## src/verilog/sacc_defs.vh

```
// constants shared by the conversion control block
`ifndef SACC_DEFS_VH
`define SACC_DEFS_VH

// register byte offsets
`define SACC_OFF_CONTROL 8'h00
`define SACC_OFF_CHANNEL 8'h04
`define SACC_OFF_PAIR 8'h08
`define SACC_OFF_CONFIG 8'h0c
`define SACC_OFF_RESULT_HIGH 8'h10
`define SACC_OFF_RESULT_LOW 8'h14

// converter_control_reg fields
`define SACC_CTL_ON 7
`define SACC_CTL_LOW_POWER 6
`define SACC_CTL_DONE 5
`define SACC_CTL_BUSY 4
`define SACC_CTL_SRC_HI 3
`define SACC_CTL_SRC_LO 2
`define SACC_CTL_LEFT_JUSTIFY 0

// converter_config_reg fields
`define SACC_CFG_DIV_HI 7
`define SACC_CFG_DIV_LO 3
`define SACC_CFG_GAIN_HI 2
`define SACC_CFG_GAIN_LO 0

// reset values
`define SACC_RST_CONTROL 8'h00
`define SACC_RST_CHANNEL 4'h0
`define SACC_RST_PAIR 4'h0
`define SACC_RST_CONFIG 8'hf8

// start sources
`define SACC_SRC_SOFTWARE 2'b00
`define SACC_SRC_TIMER3 2'b01
`define SACC_SRC_EXTERNAL 2'b10
`define SACC_SRC_TIMER2 2'b11

// conversion figures
`define SACC_RESOLUTION 12
`define SACC_TRACK_TICKS 2'd3
`define SACC_PCLK_PERIOD_NS 40
`define SACC_MIN_PERIOD_NS 10000
`define SACC_MIN_PERIOD_CYCLES \
    ((`SACC_MIN_PERIOD_NS + `SACC_PCLK_PERIOD_NS - 1) / `SACC_PCLK_PERIOD_NS)

`endif

```

## src/verilog/sacc_clock_divider.v

```verilog
// conversion clock enable generator
`timescale 1ns/1ps
`include "sacc_defs.vh"

module sacc_clock_divider (
    input wire pclk,
    input wire presetn,
    input wire clk_en,
    input wire restart,
    input wire [4:0] divider,
    output wire tick
);

reg [5:0] count;
wire [5:0] last;

// period is 2*(divider+1) clocks, or one clock for a zero divider
assign last = (divider == 5'h00) ? 6'h00 : {divider, 1'b1};
assign tick = !restart && (count == last);

always @(posedge pclk or negedge presetn)
begin
    if (!presetn)
        count <= 6'h00;
    else if (clk_en)
    begin
        if (restart || count >= last)
            count <= 6'h00;
        else
            count <= count + 6'h01;
    end
end

endmodule // sacc_clock_divider

```

## src/verilog/sacc_sar_register.v

```verilog
// successive approximation register
`timescale 1ns/1ps
`include "sacc_defs.vh"

module sacc_sar_register (
    input wire pclk,
    input wire presetn,
    input wire clk_en,
    input wire load,
    input wire step,
    input wire comparator_high,
    output reg [`SACC_RESOLUTION-1:0] trial,
    output wire [`SACC_RESOLUTION-1:0] decided,
    output wire finish
);

reg [`SACC_RESOLUTION-1:0] mask;

// keep the bit under test when the input is at or above the trial level
assign decided = comparator_high ? trial : (trial & ~mask);
assign finish = step && mask[0];

always @(posedge pclk or negedge presetn)
begin
    if (!presetn)
    begin
        trial <= 12'h000;
        mask <= 12'h000;
    end
    else if (clk_en)
    begin
        if (load)
        begin
            trial <= 12'h800;
            mask <= 12'h800;
        end
        else if (step && (mask != 12'h000))
        begin
            trial <= decided | (mask >> 1);
            mask <= mask >> 1;
        end
    end
end

endmodule // sacc_sar_register

```

## src/verilog/sacc_conversion_control.v

```verilog
// conversion control with apb registers for the sampling converter
// What this block does
// - converter, track-and-hold and gain stage powered only while converter_on_bit set
// - input selector offers eight external channels plus the temperature sensor
// - each pair is single-ended or differential; all single-ended after reset
// - gain field selects 0.5, 1, 2, 4, 8 or 16
// - gain resets to unity
// - temperature sensor code routes the sensor into the gain stage
// - conversion clock divided from pclk; rate never above 100 ksps
// - four start sources: software busy write, timer 3, pin edge, timer 2
// - busy stays high through a conversion and drops when it ends
// - busy falling at the end of a conversion sets done flag bit 5 and the interrupt request; a shutdown drops busy without setting them
// - result placed left or right justified in high and low bytes
// - normal mode tracks continuously while enabled and not converting
// - low-power mode with internal start tracks three conversion clocks first
// - low-power mode with pin start tracks while pin low, converts on rise
// - tracking shuts down during chip standby or sleep
// - results have 12 bits
// - start source codes: 00 software, 01 timer 3, 10 pin, 11 timer 2
// - conversion clock period is 2*(divider+1) clocks, divider zero gives pclk
// - busy write of 0 does nothing; 1 starts only with source 00
//
// Design decisions made here: the APB slave port and the address map.
`timescale 1ns/1ps
`include "sacc_defs.vh"

module sacc_conversion_control (
    input wire pclk,
    input wire presetn,
    input wire clk_en,
    input wire [7:0] paddr,
    input wire psel,
    input wire penable,
    input wire pwrite,
    input wire [31:0] pwdata,
    output reg [31:0] prdata,
    output wire pready,
    output wire pslverr,
    input wire timer2_overflow,
    input wire timer3_overflow,
    input wire external_start_pin,
    input wire chip_standby,
    input wire comparator_high,
    output reg converter_on,
    output reg gain_stage_on,
    output reg track_enable,
    output reg [2:0] gain_select,
    output reg [2:0] mux_channel,
    output reg mux_differential,
    output reg mux_temp_sensor,
    output wire [11:0] sar_trial,
    output reg conversion_busy,
    output reg conversion_done_irq
);

localparam [2:0] ST_IDLE = 3'b001;
localparam [2:0] ST_TRACK = 3'b010;
localparam [2:0] ST_CONVERT = 3'b100;
localparam integer GUARD_SPAN = `SACC_MIN_PERIOD_CYCLES - 1;
localparam [7:0] GUARD_LAST = GUARD_SPAN[7:0];

////////////////////////////////////////////////////////////////////////////////
// register state
reg ctl_low_power;
reg conversion_done_flag;
reg [1:0] start_source;
reg left_justify_bit;
reg [3:0] channel_code_field;
reg [3:0] pair_config;
reg [4:0] clock_divider_field;
reg [11:0] result;
reg [2:0] state;
reg [1:0] track_count;
reg [7:0] guard;
reg start_pin_prev;
wire access;
wire setup;
wire mapped;
wire ctl_write;
wire div_tick;
wire sar_finish;
wire [11:0] sar_decided;
// justified result as a high byte and a low byte
function [15:0] justify;
    input [11:0] value;
    input left;
    justify = left ? {value, 4'h0} : {4'h0, value};
endfunction

////////////////////////////////////////////////////////////////////////////////
// apb slave
assign access = psel && penable;
assign setup = psel && !penable;
assign mapped = (paddr == `SACC_OFF_CONTROL) || (paddr == `SACC_OFF_CHANNEL) ||
    (paddr == `SACC_OFF_PAIR) || (paddr == `SACC_OFF_CONFIG) ||
    (paddr == `SACC_OFF_RESULT_HIGH) || (paddr == `SACC_OFF_RESULT_LOW);
// no wait states while running; a frozen block holds the access
assign pready = clk_en;
assign pslverr = access && !mapped;
assign ctl_write = access && clk_en && pwrite && (paddr == `SACC_OFF_CONTROL);
reg [31:0] next_prdata;
reg [15:0] rd_justified;
always @*
begin
    next_prdata = 32'h0000_0000;
    rd_justified = justify(result, left_justify_bit);
    case (paddr)
        `SACC_OFF_CONTROL:
            next_prdata[7:0] = {converter_on, ctl_low_power, conversion_done_flag,
                conversion_busy, start_source, 1'b0, left_justify_bit};
        `SACC_OFF_CHANNEL:
            next_prdata[3:0] = channel_code_field;
        `SACC_OFF_PAIR:
            next_prdata[3:0] = pair_config;
        `SACC_OFF_CONFIG:
            next_prdata[7:0] = {clock_divider_field, gain_select};
        `SACC_OFF_RESULT_HIGH:
            next_prdata[7:0] = rd_justified[15:8];
        `SACC_OFF_RESULT_LOW:
            next_prdata[7:0] = rd_justified[7:0];
        default:
            next_prdata = 32'h0000_0000;
    endcase
end

always @(posedge pclk or negedge presetn)
begin
    if (!presetn)
        prdata <= 32'h0000_0000;
    else if (clk_en && setup && !pwrite)
        prdata <= next_prdata;
end

// writable configuration
always @(posedge pclk or negedge presetn)
begin
    if (!presetn)
    begin
        converter_on <= 1'b0;
        ctl_low_power <= 1'b0;
        start_source <= `SACC_SRC_SOFTWARE;
        left_justify_bit <= 1'b0;
        channel_code_field <= `SACC_RST_CHANNEL;
        pair_config <= `SACC_RST_PAIR;
        clock_divider_field <= 5'h1f;
        gain_select <= 3'b000;
    end
    else if (clk_en && access && pwrite)
    begin
        case (paddr)
            `SACC_OFF_CONTROL:
            begin
                converter_on <= pwdata[`SACC_CTL_ON];
                ctl_low_power <= pwdata[`SACC_CTL_LOW_POWER];
                start_source <= pwdata[`SACC_CTL_SRC_HI:`SACC_CTL_SRC_LO];
                left_justify_bit <= pwdata[`SACC_CTL_LEFT_JUSTIFY];
            end
            `SACC_OFF_CHANNEL:
                channel_code_field <= pwdata[3:0];
            `SACC_OFF_PAIR:
                pair_config <= pwdata[3:0];
            `SACC_OFF_CONFIG:
            begin
                clock_divider_field <= pwdata[`SACC_CFG_DIV_HI:`SACC_CFG_DIV_LO];
                gain_select <= pwdata[`SACC_CFG_GAIN_HI:`SACC_CFG_GAIN_LO];
            end
            default:
                converter_on <= converter_on;
        endcase
    end
end

////////////////////////////////////////////////////////////////////////////////
// start selection
wire start_request;
wire sw_start;
wire pin_rise;
wire start_taken;
// a busy write of zero is ignored; a one counts only with the software source
assign sw_start = ctl_write && pwdata[`SACC_CTL_BUSY] &&
    (pwdata[`SACC_CTL_SRC_HI:`SACC_CTL_SRC_LO] == `SACC_SRC_SOFTWARE);
assign pin_rise = external_start_pin && !start_pin_prev;
assign start_request = (start_source == `SACC_SRC_SOFTWARE) ? sw_start :
    (start_source == `SACC_SRC_TIMER3) ? timer3_overflow :
    (start_source == `SACC_SRC_EXTERNAL) ? pin_rise : timer2_overflow;
// starts are taken only when idle and the rate guard has run out
assign start_taken = start_request && converter_on && (state == ST_IDLE) &&
    (guard == 8'h00);
// pin edge history, and start spacing that keeps the rate at or below 100 ksps
always @(posedge pclk or negedge presetn)
begin
    if (!presetn)
    begin
        start_pin_prev <= 1'b0;
        guard <= 8'h00;
    end
    else if (clk_en)
    begin
        start_pin_prev <= external_start_pin;
        if (start_taken)
            guard <= GUARD_LAST;
        else if (guard != 8'h00)
            guard <= guard - 8'h01;
    end
end

////////////////////////////////////////////////////////////////////////////////
// conversion sequencer
reg [2:0] next_state;
reg sar_load;
always @*
begin
    next_state = state;
    sar_load = 1'b0;
    case (state)
        ST_IDLE:
        begin
            if (start_taken)
            begin
                if (ctl_low_power && (start_source != `SACC_SRC_EXTERNAL))
                    next_state = ST_TRACK;
                else
                begin
                    next_state = ST_CONVERT;
                    sar_load = 1'b1;
                end
            end
        end
        ST_TRACK:
        begin
            if (div_tick && (track_count == `SACC_TRACK_TICKS - 2'd1))
            begin
                next_state = ST_CONVERT;
                sar_load = 1'b1;
            end
        end
        ST_CONVERT:
        begin
            if (sar_finish)
                next_state = ST_IDLE;
        end
        default:
            next_state = ST_IDLE;
    endcase
    // shutdown abandons any conversion in flight
    if (!converter_on)
    begin
        next_state = ST_IDLE;
        sar_load = 1'b0;
    end
end

always @(posedge pclk or negedge presetn)
begin
    if (!presetn)
    begin
        state <= ST_IDLE;
        track_count <= 2'd0;
        conversion_busy <= 1'b0;
    end
    else if (clk_en)
    begin
        state <= next_state;
        conversion_busy <= (next_state != ST_IDLE);
        if (state != ST_TRACK)
            track_count <= 2'd0;
        else if (div_tick)
            track_count <= track_count + 2'd1;
    end
end

// done flag: set as busy falls at the end of a conversion, not on shutdown; cleared only by software, set wins
always @(posedge pclk or negedge presetn)
begin
    if (!presetn)
    begin
        conversion_done_flag <= 1'b0;
        conversion_done_irq <= 1'b0;
        result <= 12'h000;
    end
    else if (clk_en)
    begin
        if (converter_on && (state == ST_CONVERT) && sar_finish)
        begin
            conversion_done_flag <= 1'b1;
            conversion_done_irq <= 1'b1;
            result <= sar_decided;
        end
        else if (ctl_write)
        begin
            conversion_done_flag <= pwdata[`SACC_CTL_DONE];
            conversion_done_irq <= pwdata[`SACC_CTL_DONE];
        end
    end
end

////////////////////////////////////////////////////////////////////////////////
// analog front end controls
reg next_track;
reg [2:0] next_channel;
reg next_diff;
always @*
begin
    next_track = 1'b0;
    if (converter_on && !chip_standby)
    begin
        if (!ctl_low_power)
            next_track = (state != ST_CONVERT);
        else if (start_source == `SACC_SRC_EXTERNAL)
            next_track = (state == ST_IDLE) && !external_start_pin;
        else
            next_track = (state == ST_TRACK);
    end
    // the odd member of a differential pair reads as the pair itself
    next_channel = channel_code_field[2:0];
    next_diff = pair_config[channel_code_field[2:1]] && !channel_code_field[3];
    if (next_diff)
        next_channel = {channel_code_field[2:1], 1'b0};
end

always @(posedge pclk or negedge presetn)
begin
    if (!presetn)
    begin
        gain_stage_on <= 1'b0;
        track_enable <= 1'b0;
        mux_channel <= 3'b000;
        mux_differential <= 1'b0;
        mux_temp_sensor <= 1'b0;
    end
    else if (clk_en)
    begin
        gain_stage_on <= converter_on;
        track_enable <= next_track;
        mux_channel <= next_channel;
        mux_differential <= next_diff;
        mux_temp_sensor <= channel_code_field[3];
    end
end

////////////////////////////////////////////////////////////////////////////////
// conversion clock and approximation register
sacc_clock_divider u_divider (
    .pclk(pclk),
    .presetn(presetn),
    .clk_en(clk_en),
    .restart(start_taken),
    .divider(clock_divider_field),
    .tick(div_tick)
);

sacc_sar_register u_sar (
    .pclk(pclk),
    .presetn(presetn),
    .clk_en(clk_en),
    .load(sar_load),
    .step(div_tick && (state == ST_CONVERT)),
    .comparator_high(comparator_high),
    .trial(sar_trial),
    .decided(sar_decided),
    .finish(sar_finish)
);
endmodule // sacc_conversion_control

```

## config.mk

```make
export PLATFORM = sky130hd
export DESIGN_NAME = sacc_conversion_control
export DESIGN_NICKNAME = d
export VERILOG_FILES = /design/src/verilog/sacc_clock_divider.v /design/src/verilog/sacc_sar_register.v /design/src/verilog/sacc_conversion_control.v
export VERILOG_INCLUDE_DIRS = /design/src /design/src/verilog
export SDC_FILE = /design/constraint.sdc
export NUM_CORES = 1
export LEC_CHECK = 0
export BUFFER_PORTS_ARGS = -buffer_cell sky130_fd_sc_hd__buf_2
export CORE_MARGIN = 8
export CORE_UTILIZATION = 59
export CTS_BUF_LIST = sky130_fd_sc_hd__clkbuf_16
export CTS_CLUSTER_DIAMETER = 40
export DETAILED_ROUTE_END_ITERATION = 8
export GPL_TIMING_DRIVEN = 0
export PLACE_DENSITY = 0.94
export SYNTH_ARGS = -nofsm -noshare
export SYNTH_HDL_FRONTEND = slang
export SYNTH_SLANG_ARGS = --single-unit
```

## constraint.sdc

```tcl
create_clock -name pclk -period 6.8 [get_ports pclk]
set_input_delay 1.36 -clock pclk [delete_from_list [all_inputs] [get_ports pclk]]
set_output_delay 1.36 -clock pclk [all_outputs]
set_load 0.05 [all_outputs]
```

# --- Word level (Yosys, flattened, before mapping) ---
# Cells that the tools add are included.
word_totals:
  ff_bits: 94
  input_bits: 51
classes:
  add_sub_neg: 3
  order_cmp: 2
  n_eq_ne: 16
  muxes: 36
  n_bitwise: 3
  n_reduce_logical: 59
op_table:
  columns: ["cell", "n"]
  rows:
  - ["$mux W12", 5]
  - ["$logic_and A1 B1 Y1", 25]
  - ["$pmux W4 S6", 1]
  - ["$reduce_and A2 Y1", 9]
  - ["$eq A8 B4 Y1 const B", 2]
  - ["$eq A8 B5 Y1 const B", 2]
  - ["$logic_not A8 Y1", 2]
  - ["$mux W16", 1]
  - ["$mux W8", 2]
  - ["$pmux W4 S4", 1]
  - ["$mux W3", 5]
  - ["$mux W1", 14]
  - ["$and A12 B12 Y12", 1]
  - ["$mux W6", 2]
  - ["$not A12 Y12", 1]
  - ["$or A12 B11 Y12", 1]
  - ["$reduce_bool A12 Y1", 1]
  - ["$pmux W3 S3", 1]
  - ["$eq A8 B3 Y1 const B", 1]
  - ["$logic_not A1 Y1", 8]
  - ["$reduce_bool A2 Y1", 4]
  - ["$reduce_bool A8 Y1", 1]
  - ["$sub A8 B1 Y8 const B", 1]
  - ["$add A6 B1 Y6 const B", 1]
  - ["19 further kinds", 27]

# --- Longest topological paths before layout ---
depth:
  ltp_word: 18
  ltp_mapped: 9

# --- Hierarchy ---
# From an unflattened synthesis, not the netlist that was laid out.
hier_totals:
  cells_unflattened: 473
  area_unflattened_um2: 5033.6
modules_own_cells:
  columns: ["mod", "instances", "cells_each", "area_each_um2"]
  rows:
  - ["sacc_conversion_control", 1, 328, 3473.3]
  - ["sacc_sar_register", 1, 92, 1087.3]
  - ["sacc_clock_divider", 1, 53, 473.0]

# --- Worst setup path before layout ---
# No wires, ideal clock.
synth_path:
  path_kind: "in2out"
  start: "in paddr[3]"
  end: "out pslverr"
  arrival_time_ps: 2961
  path_slack_ps: 2479
  stages: 5
  n_path_buf: 2
  path_cell_list: "buf_2 nor3_1 and2_0 clkbuf_1 nor3_1"
synth_between:
  elab_chain_cells: 8
  word_cells_on_any_way: 13
  cone_classes: "eq/ne: 5; reduce/logical: 8"
synth_lines:
  columns: ["element", "line", "text"]
  rows:
  - ["from (decl)", "sacc_conversion_control.v:31", "input wire [7:0] paddr,"]
  - ["$eq A8 B3 Y1 or $logic_not A8 Y1 (tied branches)", null, null]
  - ["$logic_or A1 B1 Y1 (4 in a row)", "sacc_conversion_control.v:94", "assign mapped = (paddr == `SACC_OFF_CONTROL) || (paddr == `SACC_OFF_CHANNEL) ||"]
  - ["$logic_or A1 B1 Y1 *", "sacc_conversion_control.v:94", null]
  - ["$logic_not A1 Y1 *", "sacc_conversion_control.v:99", "assign pslverr = access && !mapped;"]
  - ["$logic_and A1 B1 Y1 *", "sacc_conversion_control.v:99", null]
  - ["to (decl)", "sacc_conversion_control.v:38", "output wire pslverr,"]
# Every way passes the cells marked *; elsewhere a longest branch is shown, timed or not.

# --- Worst setup path after layout ---
layout_path:
  start: "in paddr[5]"
  end: "out pslverr"
# The elaborated chain is that of the path after synthesis.

==> results_dict.tcl <==
set metrics [dict create \
    status "finished, final reports clean" \
    yosys.cell_count.top_type "sky130_fd_sc_hd__dfrtp_1" \
    clock.fmax_mhz 215 \
    area_share_of_fa_ha_maj_cells_after_synthesis_pct 2.23 \
    core_area_mm2 0.00826 \
    pin_count 110 \
    synth_simple_gate_area_share_pct 15.6 \
    timing_worst_slew_pin_value_ns 1.18 \
    total_switching_power_uw 417 \
    yosys_warnings 0 \
    synthArstFlopShare_pct 100 \
    length_of_the_first_detailed_routing_pass_in_iterations 5 \
    die_width_um 109 \
    start_point_of_the_critical_path "paddr[5]" \
    synth_top_family_by_area "compound AO/OA/AOI/OAI gates" \
    synth_top_cells_by_count "sky130_fd_sc_hd__dfrtp_1, sky130_fd_sc_hd__nand2_1, sky130_fd_sc_hd__inv_1, sky130_fd_sc_hd__o21ai_0, sky130_fd_sc_hd__mux2_2" \
    dp_cells 699 \
    wl_per_cell_um 19.1 \
    antenna_violating_nets_post_route 0 \
    final_layout_size_suffix_gt1_share_pct 25.9 \
    reg2reg_slack_ns 4.13 \
    std_cell_rows 33 \
    power_report.internal_total_mw 1.05 \
    yosys-top-cells-area "sky130_fd_sc_hd__dfrtp_1, sky130_fd_sc_hd__mux2_2, sky130_fd_sc_hd__nand2_1, sky130_fd_sc_hd__o21ai_0, sky130_fd_sc_hd__buf_4" \
    cts.sink_count 94 \
    count_of_flip_flops_with_a_built_in_enable_after_synthesis 0 \
    worstPathMaxFanout 7 \
    first_pass_grt_wire_length_mm 22.5 \
    worstPathArrival_ns 3.30 \
    reg2reg_from "clock_divider_field[1]" \
    die-area_mm2 0.0118 \
    antennaDiodeCount 0 \
    vdd.ir_drop.worst_uv 124 \
    filler_cell_count 556 \
    share_comb_of_total_power_pct 15.4 \
    syn-mean-instance-area_um2 9.88 \
    final_hold_viol_count 0 \
    share_of_the_synthesized_netlist_area_taken_by_xor_and_xnor_gates_pct 0.693 \
    cap_violations 0 \
    antenna_found_initial 0 \
    cts.repair_timing.setup_buffer_count 0 \
    p_sw_share_pct 28.5 \
    cp-start-kind "input port" \
    drc 0 \
    use_met2_pct 40.1 \
    placer_congestion 0.986 \
    drt_wl_total_mm 13.7 \
    initial_core_utilization_pct 61.2 \
    skew_ns 0.00989 \
    port-buffer-count 58 \
    synth-compound-area-share_pct 18.0 \
    detailroute.via_count 4454 \
    share_clk_of_total_power_pct 40.2 \
    power.share.sequential_pct 44.5 \
    detailedRoute.firstIterationViolations 473 \
    final-instance-count-excl-fill 715 \
    setup_repair_after_global_routing_missed_its_margin "false" \
    detailed_place_hpwl_mm 9.67 \
    synth_top_cell_by_area "sky130_fd_sc_hd__dfrtp_1" \
    top_usage_layer "met2" \
    setup-tns-final_ns 0 \
    grt_usage_pct 23.9 \
    share_of_cell_area_taken_by_muxes_after_synthesis_pct 7.89 \
    cts_made_buffers 9 \
    die_height_um 109 \
    hold_path.class "register to register" \
    powerDensity_mw_per_mm2 246 \
    clock-root-buffer "sky130_fd_sc_hd__clkbuf_16" \
    ys_types 64 \
    timing.critical_path.required_ns 5.44 \
    grt_start_max_net_pins 54 \
    clock_path_buffers 2 \
    area_added_between_synthesis_and_finish_pct 17.5 \
    clk_latency_ns 0.35 \
    vias_per_cell 6.23 \
    hold_path_startpoint "justify.value[10]" \
    via_count_of_the_first_global_routing_pass 4461 \
    clk_transition_reported_paths_ns 0.06 \
    p_leak_nw 2.84 \
    number_of_levels_the_h_tree_was_split_into 3 \
    post_cts_resize_count 0 \
    maxSlewViolCount 0 \
    finalCritPeriodShare_pct 68.5 \
    endpoint_kind "output port" \
    path_class "input port to output port" \
    synth_ff_type "sky130_fd_sc_hd__dfrtp_1" \
    maxSlewHeadroom_pct 19.9 \
    tritoncts "yes" \
    setup_viol 0 \
    met3_usage_pct 4.88 \
    synth_area_mm2 0.00506 \
    min_period_ns 4.66 \
    number_of_storage_elements_in_the_synthesis_netlist 94 \
    yosysSeqAreaShare_pct 46.7 \
    cts-hold-fix-buffers 0 \
    globalRoute.totalOverflow 0 \
    grt_met1_use_pct 29.0 \
    syn_inst_count 512 \
    synth_top_area_share_pct 43.6 \
    nNetsFinal 665 \
]
-- layout by cell type, fill, tap and decap left out, types with 7 or more instances in the layout --
| cell type | Yosys | routed |
|---|---|---|
| sky130_fd_sc_hd__nor2_1 | 13 | 13 |
| sky130_fd_sc_hd__nor3_1 | 8 | 8 |
| sky130_fd_sc_hd__o221ai_2 | 9 | 9 |
| sky130_fd_sc_hd__a21oi_1 | 10 | 10 |
| sky130_fd_sc_hd__buf_2 | 5 | 62 |
| sky130_fd_sc_hd__o21ai_0 | 40 | 40 |
| sky130_fd_sc_hd__nand4_1 | 8 | 8 |
| sky130_fd_sc_hd__mux2_2 | 29 | 29 |
| sky130_fd_sc_hd__o21ai_1 | 13 | 13 |
| sky130_fd_sc_hd__a31oi_1 | 7 | 7 |
| sky130_fd_sc_hd__dfrtp_1 | 88 | 88 |
| sky130_fd_sc_hd__clkbuf_16 | 0 | 9 |
| sky130_fd_sc_hd__conb_1 | 1 | 24 |
| sky130_fd_sc_hd__buf_4 | 26 | 27 |
| sky130_fd_sc_hd__inv_1 | 40 | 40 |
| sky130_fd_sc_hd__nand2b_1 | 7 | 7 |
| sky130_fd_sc_hd__ha_1 | 9 | 9 |
| sky130_fd_sc_hd__nand2_1 | 66 | 66 |
| sky130_fd_sc_hd__nor4_1 | 8 | 8 |
| sky130_fd_sc_hd__nand3_1 | 11 | 11 |
| sky130_fd_sc_hd__clkbuf_1 | 16 | 16 |
-- critical path, stage by stage --
cell                       delay (ns)
sky130_fd_sc_hd__buf_2           0.11
sky130_fd_sc_hd__nor4b_1         1.00
sky130_fd_sc_hd__and2_0          0.23
sky130_fd_sc_hd__clkbuf_1        0.28
sky130_fd_sc_hd__nor3_1          0.09
sky130_fd_sc_hd__buf_2           0.22
-- worst paths after layout --
path	end	depth (start not counted)
worst max-delay path	pslverr	6
worst min-delay path	justify.value[10]	2
worst max register to register	u_divider.count[5]	8
worst min register to register	justify.value[10]	2
max in group asynchronous	state[0]	2
min in group asynchronous	guard[0]	1
-- flip-flops by register name, summed over array words and instances (netlist names), 2 cells and up --
register             cells
channel_code_field       4
clock_divider_field      5
gain_select              3
guard                    8
justify.value           12
mux_channel              3
pair_config              4
prdata                   8
start_source             2
state                    3
track_count              2
u_divider.count          6
u_sar.mask              12
u_sar.trial             12
-- kinds of logic after synthesis --
logic type               Yosys count
AND/OR/NAND/NOR                  152
AO/OA/AOI/OAI                    128
flip-flops                        94
buffers and inverters             89
multiplexers                      35
adder cells (fa/ha/maj)            9
XOR/XNOR                           4
other                              1
-- power groups by stage --
stage	logic (mW)	clock network, mW	registers (mW)
finish	0.225	0.588	0.651
global route	0.245	0.616	0.655
CTS	0.222	0.588	0.648
detailed placement	0.220	0	0.658
global placement	0.203	0	0.654
floorplan	0.151	0	0.657
-- area by class of cell --
cell class | count | area, um^2 | area share, %
inverter | 40 | 150 | 2.53
tap | 105 | 131 | 2.21
timing repair buffer | 59 | 320 | 5.39
buffer | 49 | 295 | 4.97
sequential | 94 | 2360 | 39.7
multi-input combinational | 352 | 2340 | 39.4
clock buffer | 9 | 225 | 3.79
clock inverter | 7 | 120 | 2.02
-- per-stage QoR --
| stage | instance area (um^2) | util (%) | hold slack (ns) | total power, mW | setup slack (ns) |
|---|---|---|---|---|---|
| 6_report | 5940 | 71.9 | 0.481 | 1.46 | 2.14 |
| 5_1_grt | 5940 | 71.9 | 0.515 | 1.52 | 1.99 |
| 4_1_cts | 5940 | 71.9 | 0.486 | 1.46 | 2.19 |
| 3_5_place_dp | 5590 | 67.7 | 0.471 | 0.878 | 2.21 |
| 3_3_place_gp | 5560 | 67.4 | 0.459 | 0.857 | 2.34 |
| 2_1_floorplan | 5140 | - | 0.444 | 0.808 | 2.48 |
-- metal layers --
layer / share of wire, % / routed length, um
met1: 39 / 5270
met2: 49 / 6690
met3: 9.8 / 1340
met4: 2.6 / 360
met5: 0 / 0
Power figures use the tool's default switching activity.
